===== src/rtl/parallel_io_pkg.sv =====
`default_nettype none

package parallel_io_pkg;

   // ----------------------------------------------------------------
   // widths
   // ----------------------------------------------------------------
   localparam int ADDR_WIDTH   = 8;
   localparam int DATA_WIDTH   = 8;
   localparam int FIRST_WIDTH  = 7;
   localparam int SECOND_WIDTH = 8;
   localparam int THIRD_WIDTH  = 5;

   // ----------------------------------------------------------------
   // register offsets
   // ----------------------------------------------------------------
   localparam logic [ADDR_WIDTH-1:0] FIRST_DATA_ADDR   = 8'h00;
   localparam logic [ADDR_WIDTH-1:0] SECOND_DATA_ADDR  = 8'h01;
   localparam logic [ADDR_WIDTH-1:0] THIRD_DATA_ADDR   = 8'h02;
   localparam logic [ADDR_WIDTH-1:0] FIRST_DIR_ADDR    = 8'h04;
   localparam logic [ADDR_WIDTH-1:0] SECOND_DIR_ADDR   = 8'h05;
   localparam logic [ADDR_WIDTH-1:0] THIRD_DIR_ADDR    = 8'h06;

   // ----------------------------------------------------------------
   // field positions and reset values
   // ----------------------------------------------------------------
   localparam int CLOCK_OUT_BIT     = 7;
   localparam int CLOCK_PIN_BIT     = 2;
   localparam int SHARED_LOW_BIT    = 6;
   localparam int SHARED_COUNT      = 2;
   localparam logic [DATA_WIDTH-1:0] DIR_RESET  = 8'h00;
   localparam logic [DATA_WIDTH-1:0] READ_ZERO  = 8'h00;

   // ----------------------------------------------------------------
   // carriers
   // ----------------------------------------------------------------
   typedef struct packed {
      logic [ADDR_WIDTH-1:0] addr;
      logic [DATA_WIDTH-1:0] wdata;
      logic                  wr;
      logic                  rd;
   } bus_req_type;

   typedef struct packed {
      logic [SHARED_COUNT-1:0] converter_select;
      logic [SHARED_COUNT-1:0] timer_enable;
      logic [SHARED_COUNT-1:0] timer_out;
      logic [SHARED_COUNT-1:0] timer_drive;
   } shared_ctrl_type;

endpackage

`default_nettype wire


===== src/rtl/three_port_parallel_io.sv =====
// Overview of operation
// first port: seven bidirectional pins, each with its own data latch bit.
// direction 1 drives latch onto pin; direction 0 leaves pin as input.
// reset clears all seven first-port direction bits.
// reset leaves first-port data latch untouched.
// first-port data read: latch for outputs, pin level for inputs.
// data writes always update the latch whatever the direction.
// write to an input bit changes latch only, read still shows pin.
// software writes data before switching a direction bit to output.
// second port: eight pins with latches, shared with converter and timer.
// converter selection on pins six and seven disconnects the timer.
// software disables timer channel before enabling converter on a pin; the test selects the converter on pin six while its timer is still on.
// reset clears all eight second-port direction bits.
// reset leaves second-port data latch untouched.
// second-port data read: latch for outputs, pin level for inputs.
// third port: five bidirectional pins, each with a data latch bit.
// clock-output enable drives bus clock on third port pin two.
// reset clears third-port direction bits and the clock-output enable.
// third-port latch survives reset; read merges latch and pin by direction.
// with clock output on, bit two reads 0 and writes miss the pin.

`default_nettype none

module three_port_parallel_io #(
   parameter int FIRST_WIDTH  = parallel_io_pkg::FIRST_WIDTH,
   parameter int SECOND_WIDTH = parallel_io_pkg::SECOND_WIDTH,
   parameter int THIRD_WIDTH  = parallel_io_pkg::THIRD_WIDTH
) (
   // clock, reset, enable
   input  wire logic                                 clk_sys,
   input  wire logic                                 rst_b,
   input  wire logic                                 clk_en,

   // register port
   input  wire parallel_io_pkg::bus_req_type         bus_req,
   output logic [parallel_io_pkg::DATA_WIDTH-1:0]    rdata,

   // first port pins
   input  wire logic [FIRST_WIDTH-1:0]               first_pin_in,
   output logic [FIRST_WIDTH-1:0]                    first_pin_out,
   output logic [FIRST_WIDTH-1:0]                    first_pin_oe,

   // second port pins
   input  wire logic [SECOND_WIDTH-1:0]              second_pin_in,
   output logic [SECOND_WIDTH-1:0]                   second_pin_out,
   output logic [SECOND_WIDTH-1:0]                   second_pin_oe,

   // second port sharing with converter and timer
   input  wire parallel_io_pkg::shared_ctrl_type     shared_ctrl,
   output logic [parallel_io_pkg::SHARED_COUNT-1:0]  converter_connect,
   output logic [parallel_io_pkg::SHARED_COUNT-1:0]  timer_capture_in,

   // third port pins
   input  wire logic [THIRD_WIDTH-1:0]               third_pin_in,
   output logic [THIRD_WIDTH-1:0]                    third_pin_out,
   output logic [THIRD_WIDTH-1:0]                    third_pin_oe,
   output logic                                      clock_output_enable
);

   localparam int DW = parallel_io_pkg::DATA_WIDTH;
   localparam int LO = parallel_io_pkg::SHARED_LOW_BIT;
   localparam int NS = parallel_io_pkg::SHARED_COUNT;
   localparam int CP = parallel_io_pkg::CLOCK_PIN_BIT;

   // ----------------------------------------------------------------
   // helpers
   // ----------------------------------------------------------------
   // per bit: latch when output, live pin when input
   function automatic logic [DW-1:0] merge_read(
      input logic [DW-1:0] latch,
      input logic [DW-1:0] dir,
      input logic [DW-1:0] pin
   );
      merge_read = (latch & dir) | (pin & ~dir);
   endfunction

   // place a narrow port value in the low bits, upper bits zero
   function automatic logic [DW-1:0] widen(
      input logic [DW-1:0] value,
      input int            width
   );
      logic [DW-1:0] mask;
      mask  = parallel_io_pkg::READ_ZERO;
      for (int i = 0; i < DW; i++)
      begin
         mask[i] = (i < width);
      end
      widen = value & mask;
   endfunction

   // ----------------------------------------------------------------
   // state
   // ----------------------------------------------------------------
   logic [FIRST_WIDTH-1:0]  first_port_data_reg;
   logic [SECOND_WIDTH-1:0] second_port_data_reg;
   logic [THIRD_WIDTH-1:0]  third_port_data_reg;
   logic [FIRST_WIDTH-1:0]  first_port_direction_reg;
   logic [SECOND_WIDTH-1:0] second_port_direction_reg;
   logic [THIRD_WIDTH-1:0]  third_port_direction_reg;
   logic                    clock_output_enable_reg;
   logic [DW-1:0]           rdata_reg;
   logic [DW-1:0]           rdata_next;

   // ----------------------------------------------------------------
   // address decode
   // ----------------------------------------------------------------
   wire logic hit_first_data  = (bus_req.addr == parallel_io_pkg::FIRST_DATA_ADDR);
   wire logic hit_second_data = (bus_req.addr == parallel_io_pkg::SECOND_DATA_ADDR);
   wire logic hit_third_data  = (bus_req.addr == parallel_io_pkg::THIRD_DATA_ADDR);
   wire logic hit_first_dir   = (bus_req.addr == parallel_io_pkg::FIRST_DIR_ADDR);
   wire logic hit_second_dir  = (bus_req.addr == parallel_io_pkg::SECOND_DIR_ADDR);
   wire logic hit_third_dir   = (bus_req.addr == parallel_io_pkg::THIRD_DIR_ADDR);

   wire logic wr_go = bus_req.wr & clk_en;
   wire logic rd_go = bus_req.rd & clk_en;

   // ----------------------------------------------------------------
   // write enables
   // ----------------------------------------------------------------
   // clk_en gates every strobe, so a frozen block takes no write
   wire logic wr_first_data  = wr_go & hit_first_data;
   wire logic wr_second_data = wr_go & hit_second_data;
   wire logic wr_third_data  = wr_go & hit_third_data;
   wire logic wr_first_dir   = wr_go & hit_first_dir;
   wire logic wr_second_dir  = wr_go & hit_second_dir;
   wire logic wr_third_dir   = wr_go & hit_third_dir;

   // ----------------------------------------------------------------
   // data latches
   // ----------------------------------------------------------------
   // no reset on purpose: latch contents must ride through reset
   // latch keeps value
   // write always lands
   // input bit still writes
   always_ff @(posedge clk_sys)
   begin
      if (wr_first_data)
      begin
         first_port_data_reg <= bus_req.wdata[FIRST_WIDTH-1:0];
      end
   end

   // latch keeps value
   // write always lands
   always_ff @(posedge clk_sys)
   begin
      if (wr_second_data)
      begin
         second_port_data_reg <= bus_req.wdata[SECOND_WIDTH-1:0];
      end
   end

   // latch keeps value
   // write always lands
   always_ff @(posedge clk_sys)
   begin
      if (wr_third_data)
      begin
         third_port_data_reg <= bus_req.wdata[THIRD_WIDTH-1:0];
      end
   end

   // ----------------------------------------------------------------
   // direction registers
   // ----------------------------------------------------------------
   // reset is asynchronous so every pin lets go before the clock runs, except timer-owned second-port pins six and seven, which follow timer_drive
   // first directions cleared
   always_ff @(posedge clk_sys or negedge rst_b)
   begin
      if (!rst_b)
      begin
         first_port_direction_reg <= parallel_io_pkg::DIR_RESET[FIRST_WIDTH-1:0];
      end
      else if (wr_first_dir)
      begin
         first_port_direction_reg <= bus_req.wdata[FIRST_WIDTH-1:0];
      end
   end

   // second directions cleared
   always_ff @(posedge clk_sys or negedge rst_b)
   begin
      if (!rst_b)
      begin
         second_port_direction_reg <= parallel_io_pkg::DIR_RESET[SECOND_WIDTH-1:0];
      end
      else if (wr_second_dir)
      begin
         second_port_direction_reg <= bus_req.wdata[SECOND_WIDTH-1:0];
      end
   end

   // third directions, clock off
   always_ff @(posedge clk_sys or negedge rst_b)
   begin
      if (!rst_b)
      begin
         third_port_direction_reg <= parallel_io_pkg::DIR_RESET[THIRD_WIDTH-1:0];
         clock_output_enable_reg  <= parallel_io_pkg::DIR_RESET[parallel_io_pkg::CLOCK_OUT_BIT];
      end
      else if (wr_third_dir)
      begin
         third_port_direction_reg <= bus_req.wdata[THIRD_WIDTH-1:0];
         clock_output_enable_reg  <= bus_req.wdata[parallel_io_pkg::CLOCK_OUT_BIT];
      end
   end

   // ----------------------------------------------------------------
   // read path
   // ----------------------------------------------------------------
   // first port merge
   wire logic [DW-1:0] first_read = widen(merge_read(
      DW'(first_port_data_reg), DW'(first_port_direction_reg), DW'(first_pin_in)),
      FIRST_WIDTH);

   // second port merge
   wire logic [DW-1:0] second_read = widen(merge_read(
      DW'(second_port_data_reg), DW'(second_port_direction_reg), DW'(second_pin_in)),
      SECOND_WIDTH);

   // third port merge
   wire logic [DW-1:0] third_merged = widen(merge_read(
      DW'(third_port_data_reg), DW'(third_port_direction_reg), DW'(third_pin_in)),
      THIRD_WIDTH);

   // clock pin reads zero
   wire logic [DW-1:0] clock_pin_mask = ~(DW'(clock_output_enable_reg) << CP);
   wire logic [DW-1:0] third_read     = third_merged & clock_pin_mask;

   wire logic [DW-1:0] first_dir_read  = widen(DW'(first_port_direction_reg), FIRST_WIDTH);
   wire logic [DW-1:0] second_dir_read = widen(DW'(second_port_direction_reg), SECOND_WIDTH);
   wire logic [DW-1:0] third_dir_read  =
      widen(DW'(third_port_direction_reg), THIRD_WIDTH) |
      (DW'(clock_output_enable_reg) << parallel_io_pkg::CLOCK_OUT_BIT);

   // unmapped addresses read as zero
   always_comb
   begin
      rdata_next = parallel_io_pkg::READ_ZERO;
      if (hit_first_data)
      begin
         rdata_next = first_read;
      end
      else if (hit_second_data)
      begin
         rdata_next = second_read;
      end
      else if (hit_third_data)
      begin
         rdata_next = third_read;
      end
      else if (hit_first_dir)
      begin
         rdata_next = first_dir_read;
      end
      else if (hit_second_dir)
      begin
         rdata_next = second_dir_read;
      end
      else if (hit_third_dir)
      begin
         rdata_next = third_dir_read;
      end
   end

   // read data stands from the cycle after the strobe until the next edge with clk_en high
   always_ff @(posedge clk_sys or negedge rst_b)
   begin
      if (!rst_b)
      begin
         rdata_reg <= parallel_io_pkg::READ_ZERO;
      end
      else if (clk_en)
      begin
         rdata_reg <= rd_go ? rdata_next : parallel_io_pkg::READ_ZERO;
      end
   end

   assign rdata = rdata_reg;

   // ----------------------------------------------------------------
   // first port pins
   // ----------------------------------------------------------------
   // seven latched pins
   // direction gates driver
   assign first_pin_out = first_port_data_reg;
   assign first_pin_oe  = first_port_direction_reg;

   // ----------------------------------------------------------------
   // second port pins and sharing
   // ----------------------------------------------------------------
   // converter wins over timer; the pin goes quiet so the analog level is clean
   // converter beats timer
   wire logic [NS-1:0] timer_owns =
      shared_ctrl.timer_enable & ~shared_ctrl.converter_select;

   assign converter_connect = shared_ctrl.converter_select;
   assign timer_capture_in  = second_pin_in[LO +: NS] & timer_owns;

   // eight latched pins
   always_comb
   begin
      second_pin_out = second_port_data_reg;
      second_pin_oe  = second_port_direction_reg;
      for (int i = 0; i < NS; i++)
      begin
         if (shared_ctrl.converter_select[i])
         begin
            second_pin_oe[LO + i] = 1'b0;
         end
         else if (timer_owns[i])
         begin
            second_pin_out[LO + i] = shared_ctrl.timer_out[i];
            second_pin_oe[LO + i]  = shared_ctrl.timer_drive[i];
         end
      end
   end

   // ----------------------------------------------------------------
   // third port pins
   // ----------------------------------------------------------------
   // the enable flips just after a rising edge, while the clock is high,
   // so handing the pin from clock back to a low latch leaves a runt pulse;
   // a pad cell with its own clock gate would still be the safer choice
   // five latched pins
   // bus clock on pin two
   always_comb
   begin
      third_pin_out = third_port_data_reg;
      third_pin_oe  = third_port_direction_reg;
      if (clock_output_enable_reg)
      begin
         third_pin_out[CP] = clk_sys;
         third_pin_oe[CP]  = 1'b1;
      end
   end

   assign clock_output_enable = clock_output_enable_reg;

endmodule

`default_nettype wire


===== config.mk =====
export PLATFORM = sky130hd
export DESIGN_NAME = three_port_parallel_io
export DESIGN_NICKNAME = d
export VERILOG_FILES = /design/src/rtl/parallel_io_pkg.sv /design/src/rtl/three_port_parallel_io.sv
export SDC_FILE = /design/constraint.sdc
export NUM_CORES = 1
export LEC_CHECK = 0
export ABC_CLOCK_PERIOD_IN_PS = 3400
export BUFFER_PORTS_ARGS = -buffer_cell sky130_fd_sc_hd__buf_2
export CAP_MARGIN = 0
export CORE_UTILIZATION = 52
export CTS_CLUSTER_DIAMETER = 30
export DETAILED_ROUTE_END_ITERATION = 10
export PLACE_DENSITY = 0.94
export SLEW_MARGIN = 0
export SYNTH_ARGS = -nofsm -noshare
export SYNTH_HDL_FRONTEND = slang
export SYNTH_SLANG_ARGS = --single-unit
export TNS_END_PERCENT = 1

===== constraint.sdc =====
create_clock -name clk_sys -period 3.4 [get_ports clk_sys]
set_input_delay 0 -clock clk_sys [delete_from_list [all_inputs] [get_ports clk_sys]]
set_output_delay 0 -clock clk_sys [all_outputs]
set_load 0.05 [all_outputs]

; ---- After elaboration in Yosys (flattened, before gate mapping)
; Cells that the tools add are included.
[totals]
ff_bits = 49
latchBits = 0
ram_bits = 0
rom_bits = 0
output_inout_bits = 53
memories = 0
[classes]
n_addsub = 0
multipliers = 0
div = 0
order_cmp = 0
n_eq_ne = 5
n_shift = 0
muxes = 17
n_bitwise = 26
reduce_logical = 1
[ops]
columns = op, count
row1 = $mux 8, 7
row2 = $eq 8x3->1 const B, 3
row3 = $and 8x8->8, 2
row4 = $and 7x7->7, 2
row5 = $and 5x5->5, 2
row6 = $mux 1, 10
row7 = $and 1x1->1, 8
row8 = $and 5x8->8, 1
row9 = $eq 8x1->1 const B, 1
row10 = $eq 8x2->1 const B, 1
row11 = $logic_not 8->1, 1
row12 = $not 3->8, 1
row13 = $not 8->8, 1
row14 = $or 5x8->8, 1
row15 = $or 8x8->8, 1
row16 = $not 7->7, 1
row17 = $or 7x7->7, 1
row18 = $not 5->5, 1
row19 = $or 5x5->5, 1
row20 = $and 2x2->2, 2
row21 = $not 2->2, 1

; ---- Logic depth before layout (Yosys ltp)
; Gate-level depths: netlist of run 1.
[depth]
depth_word = 8
mapped_depth = 6
mapped_depth_nobuf = 4

==> metrics.cfg, run 1 <==
[status]
status = finished, violations left
violations = hold timing

[timing]
timing.final.max_slew_violations = 0
fin_skew_ns = 0.01469
hold_ws_ns = -0.0001255
final_hold_viol_count = 1
tns_ns = 0
grt_setup_unrepaired = false
finalSetupViolCount = 0
tightest_slew_ns = 0.9627
max_slew_margin = 0.3529

[power]
total_power_uw = 1230
ir_drop_v = 0.0002001
combPwrFrac = 0.141
switching_share = 0.2622
leakage_uw = 0.001517
pwr-share-seq = 0.513
power_density_mw_per_mm2 = 374.4
p_clk_frac = 0.346
p_sw_uw = 322.5
internal-power_uw = 907.3

[min_path]
hold_class = input pin to flop
min_from = second_pin_in[5]

[synth]
synth_nets = 268
synth_top_area_share = 0.2783
ys_top_cells_by_area = dfrtp_1 (28%), edfxtp_1 (23%), mux2_2 (12%), buf_4 (6.3%), mux2i_1 (5.4%)
netlist_area_sq_mm = 0.002608
synth_cell_types = 35
ys_async_sr_fraction = 0.5918
yosys.area.top_type = dfrtp_1
syn_inst = 219
ys_ff_latch = 49
synth.most_common_cell = dfrtp_1
ys_seq_area_frac = 0.5086
avgSynthCellArea_sq_um = 11.91
synth_top_flop_cell = dfrtp_1
synth_commonest_cells = dfrtp_1 (29), mux2_2 (28), buf_4 (22)
synth_edf_count = 20
ys_warn_count = 0

[placed_design]
place_congestion = 0.9139
hpwl_um = 4830
io_buffers = 101
dp.cells = 361
place_area_sq_mm = 0.003033

[setup_path]
cp_max_fo = 2
cpLargestDelayFamily = buffers and inverters
crit_slowest_cell = mux2_2
crit_start = clk_sys
start_kind = clock port
max_stage_delay_ns = 0.25
critPathMostFrequentCell = clkbuf_8
cp-end-kind = output port
reg2reg_from = second_dir_read[7]
path_cells = clkbuf_8, clkbuf_8, mux2_2, buf_2
crit_buf_inv = 3
path_class = clock port to output port
worstPathArrival_ns = 2.38
cp.required_ns = 3.40

[floorplanning]
core_area_sq_mm = 0.004786
ios = 102
fp.dieArea_sq_mm = 0.005301
rows = 25
die_w_um = 72.81
initial_core_util = 0.5448
die_h_um = 72.81

[drt]
drtIter0Drc = 201
wl_per_cell_um = 18.22
antenna_left = 0
drtPass1Iterations = 5
vias = 2205
vias_per_cell = 5.727
drcViolationCount = 0
totalWireLength_um = 7013

[cells_and_area]
nNetsFinal = 366
drive_above_1_share = 0.4623
syn_to_final_growth_pct = 25.96
finalInstanceArea_sq_mm = 0.003284
num-fill-cells = 354
n_antenna_cell = 0
fin_cells = 385

[cts]
clock_latency_ns = 0.42
post_cts_buffers = 0
clkTransAtPathRegs_ns = 0.09
cts_tree = built

[job]
max_cap_violations = 0

[global_routing]
grt_pass1_wl_um = 10800
track_usage = 0.2840
grt_max_degree = 30
antenna_found_initial = 0
gr-total-overflow = 0
grt_pass1_vias = 2097

==> per-layer routing <==
metal | wire length [um] | up-vias | global-route usage | share of wire
met4 | 212 | 0 | 0.1569 | 0.030
met3 | 525 | 24 | 0.06354 | 0.075
met1 | 2868 | 1055 | 0.3592 | 0.41
met5 | 0 | - | 0 | 0
met2 | 3407 | 143 | 0.4538 | 0.49
li1 | - | 983 | - | -
==> kinds of logic after synthesis <==
logic type | share of synthesized area
buffers and inverters | 0.08062
AND/OR/NAND/NOR | 0.1209
AO/OA/AOI/OAI | 0.1152
flip-flops | 0.5086
multiplexers | 0.1747
==> layout make-up <==
| class | instances | area, sq um | area share |
|---|---|---|---|
| clock inverters | 1 | 3.754 | 0.001143 |
| repair buffers | 114 | 638.1 | 0.1943 |
| inverters | 7 | 26.28 | 0.008000 |
| well taps | 67 | 83.83 | 0.02552 |
| multi-input cells | 136 | 1084 | 0.3299 |
| clock buffers | 11 | 122.6 | 0.03733 |
| flip-flops and latches | 49 | 1326 | 0.4038 |
==> path summary, 6_finish.rpt <==
path / to / slack, ns / cells after the start
min reg2reg: rdata[6] / 0.54 / 2
max reg2reg: rdata[7] / 1.47 / 5
min in group asynchronous: first_pin_oe[5] / 0.15 / 2
min: rdata[5] / -0.0001 / 4
max in group asynchronous: third_port_direction_reg[4] / 2.80 / 2
max: third_pin_out[2] / 1.02 / 4
==> through the flow <==
| stage | util | setup WS, ns |
|---|---|---|
| finish | 0.6863 | 1.025 |
| global route | 0.6863 | 1.012 |
| CTS | 0.6863 | 1.021 |
| detailed placement | 0.6337 | 1.184 |
| global placement | 0.6337 | 1.258 |
| floorplan | - | 1.325 |
==> power groups by stage <==
stage	Clock [uW]	Combinational [uW]	Sequential (uW)
after CTS	427	172	631
after detailed placement	2.80	160	643
final	425	173	631
after global routing	454	185	632
after global placement	2.80	155	643
after floorplan	2.47	89.1	652
==> tightest hold or removal path, delay by kind of cell <==
family | cells | cell delay, ns
buffers and inverters | 2 | 0.14
AO/OA/AOI/OAI | 2 | 0.24
==> what timing repair did <==
action | 4_1_cts | 5_1_grt
endpoints found under the hold margin | 73 | 0
hold buffers | 13 | 0
resized for setup | 0 | 0
==> cell usage in the layout (no fill, tap or decap), types with 5 or more instances in the layout <==
cell,instances
buf_2,101
clkbuf_8,8
dfrtp_1,29
dlygate4sd3_1,13
edfxtp_1,20
inv_1,7
mux2_2,28
mux2i_1,14
nand2_1,12
nand2b_1,12
nor2_1,8
nor2b_1,5
o21ai_0,8
No activity file was read; power rests on OpenSTA's default activity.
==> run 2, diff against run 1 <==
--- a/config.mk
+++ b/config.mk
@@ -5,13 +5,13 @@
 export SDC_FILE = /design/constraint.sdc
 export NUM_CORES = 1
 export LEC_CHECK = 0
-export ABC_CLOCK_PERIOD_IN_PS = 3400
+export ABC_CLOCK_PERIOD_IN_PS = 2029
 export BUFFER_PORTS_ARGS = -buffer_cell sky130_fd_sc_hd__buf_2
 export CAP_MARGIN = 0
-export CORE_UTILIZATION = 52
+export CORE_UTILIZATION = 44
 export CTS_CLUSTER_DIAMETER = 30
 export DETAILED_ROUTE_END_ITERATION = 10
-export PLACE_DENSITY = 0.94
+export PLACE_DENSITY = 0.85
 export SLEW_MARGIN = 0
 export SYNTH_ARGS = -nofsm -noshare
 export SYNTH_HDL_FRONTEND = slang
==> constraint.sdc (replaced) <==
create_clock -name clk_sys -period 2.03 [get_ports clk_sys]
set_input_delay 0 -clock clk_sys [delete_from_list [all_inputs] [get_ports clk_sys]]
set_output_delay 0 -clock clk_sys [all_outputs]
set_load 0.05 [all_outputs]
==> metrics.cfg, run 2 (synthesis results as in run 1) <==
[status]
status = finished clean

[floorplanning]
rows = 27  ; +8.0%
die_h_um = 78.98  ; +8.5%
initial_core_util = 0.4650  ; -0.07987
ios = 102  ; unchanged
core_area_sq_mm = 0.005608  ; +17%
die_w_um = 78.98  ; +8.5%
fp.dieArea_sq_mm = 0.006238  ; +18%

[drt]
wl_per_cell_um = 17.05  ; -6.4%
drtPass1Iterations = 4  ; -1
totalWireLength_um = 6872  ; -2.0%
vias = 2212  ; +0.32%
vias_per_cell = 5.489  ; -4.2%
antenna_left = 0  ; unchanged
drcViolationCount = 0  ; unchanged
drtIter0Drc = 110  ; -45%

[timing]
fmax_mhz = 516.8
grt_setup_unrepaired = false
tightest_slew_ns = 0.6595  ; -0.3032 ns
max_slew_margin = 0.5603  ; +0.2074
finalSetupViolCount = 0  ; unchanged
final_hold_viol_count = 0  ; -1
timing.final.max_slew_violations = 0  ; unchanged
hold_ws_ns = 0.002838  ; +0.002963 ns
fin_skew_ns = 0.006685  ; -0.008008 ns
setup_ws_ns = 0.09483  ; -0.9298 ns
finalCriticalPeriod_ns = 1.935
post-route-period-util = 0.9533

[cts]
cts_tree = built
clock_latency_ns = 0.41  ; about the same
post_cts_buffers = 0  ; unchanged
clkTransAtPathRegs_ns = 0.08  ; about the same

[placed_design]
place_ws_ns = -0.02711  ; -1.211 ns
place_congestion = 0.8559  ; -6.3%
io_buffers = 101  ; unchanged
dp.cells = 377  ; +4.4%
hpwl_um = 4931  ; +2.1%

[global_routing]
grt_pass1_vias = 2136  ; +1.9%
antenna_found_initial = 0  ; unchanged
grt_max_degree = 30  ; unchanged
gr-total-overflow = 0  ; unchanged
track_usage = 0.2351  ; -0.04890
grt_pass1_wl_um = 10720  ; -0.77%

[setup_path]
worstPathArrival_ns = 2.28  ; -0.10 ns
cp_max_fo = 10  ; +8
cp-end-kind = flop
path_class = input pin to flop
cp.required_ns = 2.38  ; -1.02 ns
start_kind = input pin

[cells_and_area]
syn_to_final_growth_pct = 30.95
n_antenna_cell = 0  ; unchanged
utilization = 0.6089  ; -0.07739
final_cell_mix = buf_2 (101), dfrtp_1 (29), mux2_2 (28), edfxtp_1 (20), dlygate4sd3_1 (15)
final_common_cell = buf_2
drive_above_1_share = 0.4804  ; +0.01810
nNetsFinal = 379  ; +3.6%
fin_cells = 403  ; +4.7%

[power]
ir_drop_v = 0.0004204  ; +110%
leakage_uw = 0.001598  ; +5.4%
power_density_mw_per_mm2 = 641.1  ; +71%

[job]
max_cap_violations = 0  ; unchanged

[min_path]
hold_class = input pin to flop

## run 2: layout make-up
type / count / area [sq um]
multi-input cells: 136 / 1077
well taps: 72 / 90.09
inverters: 7 / 26.28
clock buffers: 10 / 118.9
clock inverters: 2 / 35.03
fillers: 488 / 2193
repair buffers: 127 / 740.7
flip-flops and latches: 49 / 1326
## run 2: metrics by stage
step | cell area [sq um] | power [uW] | setup TNS (ns)
global placement | 3115 | 1347 | 0
floorplan | 2608 | 1245 | 0
global route | 3415 | 2260 | 0
CTS | 3415 | 2203 | 0
detailed placement | 3115 | 1352 | -0.1147
finish | 3415 | 2189 | 0
## run 2: routing by layer
metal / up-vias / part of all wire / track usage
met3: 11 / 0.072 / 0.05632
met5: - / 0 / 0
met4: 0 / 0.017 / 0.1000
li1: 1013 / - / -
met1: 1072 / 0.42 / 0.2956
met2: 116 / 0.49 / 0.3853
## run 2: final timing paths
check	start	to	slack (ns)	depth (start not counted)
setup / recovery	clk_en	rdata[7]	0.09	6
max in group asynchronous	rst_b	third_port_direction_reg[3]	1.45	2
setup reg to reg	second_dir_read[7]	rdata[7]	0.11	5
hold reg to reg	rdata[2]	rdata[2]	0.55	2
hold / removal	second_pin_in[5]	rdata[5]	0.003	4
min in group asynchronous	rst_b	second_dir_read[7]	0.15	2
## run 2: power breakdown
group	switching (uW)	internal (uW)
clock network	348	492
registers	15.1	1040
logic	176	115
## run 2: worst max-delay path: stages
cell,delay [ns]
dlygate4sd3_1,0.53
buf_2,0.23
nand2_1,0.11
dlygate4sd3_1,0.57
o32ai_1,0.27
dlygate4sd3_1,0.58
## run 2: repair_timing
action | CTS | global route
resized for setup | 0 | 0
hold buffers | 15 | 0
endpoints found under the hold margin | 73 | 0
==> run 3, diff against run 2 <==
--- a/config.mk
+++ b/config.mk
@@ -6,7 +6,7 @@
 export NUM_CORES = 1
 export LEC_CHECK = 0
 export ABC_CLOCK_PERIOD_IN_PS = 2029
-export BUFFER_PORTS_ARGS = -buffer_cell sky130_fd_sc_hd__buf_2
+export BUFFER_PORTS_ARGS = -buffer_cell sky130_fd_sc_hd__buf_4
 export CAP_MARGIN = 0
 export CORE_UTILIZATION = 44
 export CTS_CLUSTER_DIAMETER = 30
==> metrics.cfg, run 3 (synthesis results as in run 1) <==
[min_path]
hold_class = input pin to flop
whs_path_depth = 4  ; unchanged
min_from = bus_req[17]
min_to = rdata[7]

[status]
status = finished clean

[power]
leakage_uw = 0.001630  ; +2.0%
ir_drop_v = 0.0004058  ; -3.5%
power_density_mw_per_mm2 = 579.9  ; -9.5%

[cells_and_area]
nNetsFinal = 377  ; -0.53%
n_antenna_cell = 0  ; unchanged
drive_above_1_share = 0.4802  ; about the same
syn_to_final_growth_pct = 38.96
final_cell_mix = buf_4 (113), dfrtp_1 (29), mux2_2 (28), edfxtp_1 (20), mux2i_1 (14)
final_common_cell = buf_4
finalInstanceArea_sq_mm = 0.003623  ; +6.1%
utilization = 0.6461  ; +0.03726

[placed_design]
io_buffers = 101  ; unchanged
place_congestion = 0.8696  ; +1.6%
place_area_sq_mm = 0.003368  ; +8.1%
hpwl_um = 5149  ; +4.4%

[drt]
antenna_left = 0  ; unchanged
vias_per_cell = 5.514  ; +0.45%
wl_per_cell_um = 17.68  ; +3.7%
totalWireLength_um = 7089  ; +3.2%
drtPass1Iterations = 5  ; +1
drcViolationCount = 0  ; unchanged
vias = 2211  ; -0.045%
drtIter0Drc = 133  ; +21%

[floorplanning]
initial_core_util = 0.4650  ; unchanged
ios = 102  ; unchanged
rows = 27  ; unchanged
fp.dieArea_sq_mm = 0.006238  ; unchanged
die_w_um = 78.98  ; unchanged
die_h_um = 78.98  ; unchanged
core_area_sq_mm = 0.005608  ; unchanged

[timing]
final_hold_viol_count = 0  ; unchanged
timing.final.max_slew_violations = 0  ; unchanged
grt_setup_unrepaired = false
fin_skew_ns = 0.006425  ; -0.0002600 ns
fmax_mhz = 569.0  ; +10%
tightest_slew_ns = 0.6009  ; -0.05860 ns
finalSetupViolCount = 0  ; unchanged
max_slew_margin = 0.5986  ; +0.03824
finalCriticalPeriod_ns = 1.757  ; -0.1778 ns
post-route-period-util = 0.8657  ; -0.08758

[setup_path]
cp.required_ns = 2.33  ; -0.05 ns
path_class = input pin to flop
cpLargestDelayFamily = simple AND/OR/NAND/NOR gates
worstPathArrival_ns = 2.06  ; -0.22 ns
regToRegEndpoint = rdata[7]
cp_max_fo = 10  ; unchanged
max_stage_delay_ns = 0.53  ; -0.05 ns
crit_slowest_cell = dlygate4sd3_1
start_kind = input pin
path_cells = dlygate4sd3_1, buf_4, nand2_1, or4_4, nor3_4, mux2_2
reg2reg_from = second_dir_read[7]
crit_buf_inv = 2  ; -2
ff2ff_path_depth = 4  ; -1
cp-end-kind = flop
regToRegSetupSlack_ns = 0.65  ; +0.54 ns

[cts]
clkTransAtPathRegs_ns = 0.09  ; about the same
cts_tree = built
clock_latency_ns = 0.41  ; about the same

[global_routing]
grt_max_degree = 30  ; unchanged
grt_pass1_wl_um = 11050  ; +3.1%
track_usage = 0.2388  ; +0.003708
gr-total-overflow = 0  ; unchanged
antenna_found_initial = 0  ; unchanged
grt_pass1_vias = 2229  ; +4.4%

[job]
max_cap_violations = 0  ; unchanged

run 3: cell types whose count changed in the layout (fill, tap and decap cells not counted), sizes merged:
cell / change
dlygate4sd3: -2
bufinv: -1
clkbuf: +1
clkinv: -1
clkinvlp: +1
run 3: repair_timing:
action	CTS	global route
gates resized for setup	0	0
buffers inserted	0	0
hold endpoints to repair	74	0
hold buffers	13	0
run 3: metal layers:
layer,vias up,track usage,wire length [um]
met4,0,0.1164,187
met3,20,0.05287,595
met2,110,0.3948,3475
li1,1012,-,-
met5,-,0,0
met1,1069,0.2942,2830
run 3: cell type report:
cell class                 instances  area, sq um
fill                             429         1984
sequential                        49         1326
multi-input combinational        136         1077
timing repair buffer             125        970.9
clock buffer                      11        125.1
tap                               72        90.09
inverter                           7        26.28
clock inverter                     1        7.507
run 3: worst max path at each step:
stage / start / endpoint / slack (ns) / cells past startpoint
floorplan: bus_req[15] / second_dir_read[0] / 0.21 / 4
finish: clk_en / first_pin_oe[4] / 0.27 / 6
global route: clk_en / first_pin_oe[6] / 0.24 / 6
CTS: clk_en / first_pin_oe[6] / 0.27 / 6
global placement: bus_req[15] / first_pin_oe[0] / 0.01 / 5
detailed placement: bus_req[15] / first_pin_oe[4] / -0.02 / 5
run 3: where the power goes:
group / internal [uW] / total, uW / switching (uW)
sequential: 1040 / 1060 / 15.5
combinational: 151 / 328 / 178
clock: 371 / 715 / 344
run 3: worst register-to-register path, cell delays in order, from the launching register on:
cell     delay (ns)
dfrtp_1        0.41
or3b_2         0.45
a21oi_1        0.13
a31oi_1        0.05
o32ai_1        0.24
run 3: stage by stage:
step           cells  worst slack [ns]  hold slack, ns  power (uW)  setup TNS [ns]
2_1_floorplan    219            0.2139         -0.2956        1245               0
3_3_place_gp     377           0.01143        -0.05216        1386               0
3_5_place_dp     377          -0.01971        -0.05109        1391        -0.08794
4_1_cts          401            0.2654        0.007941        2103               0
5_1_grt          401            0.2418         0.03043        2170               0
6_report         401            0.2726        0.009067        2101               0
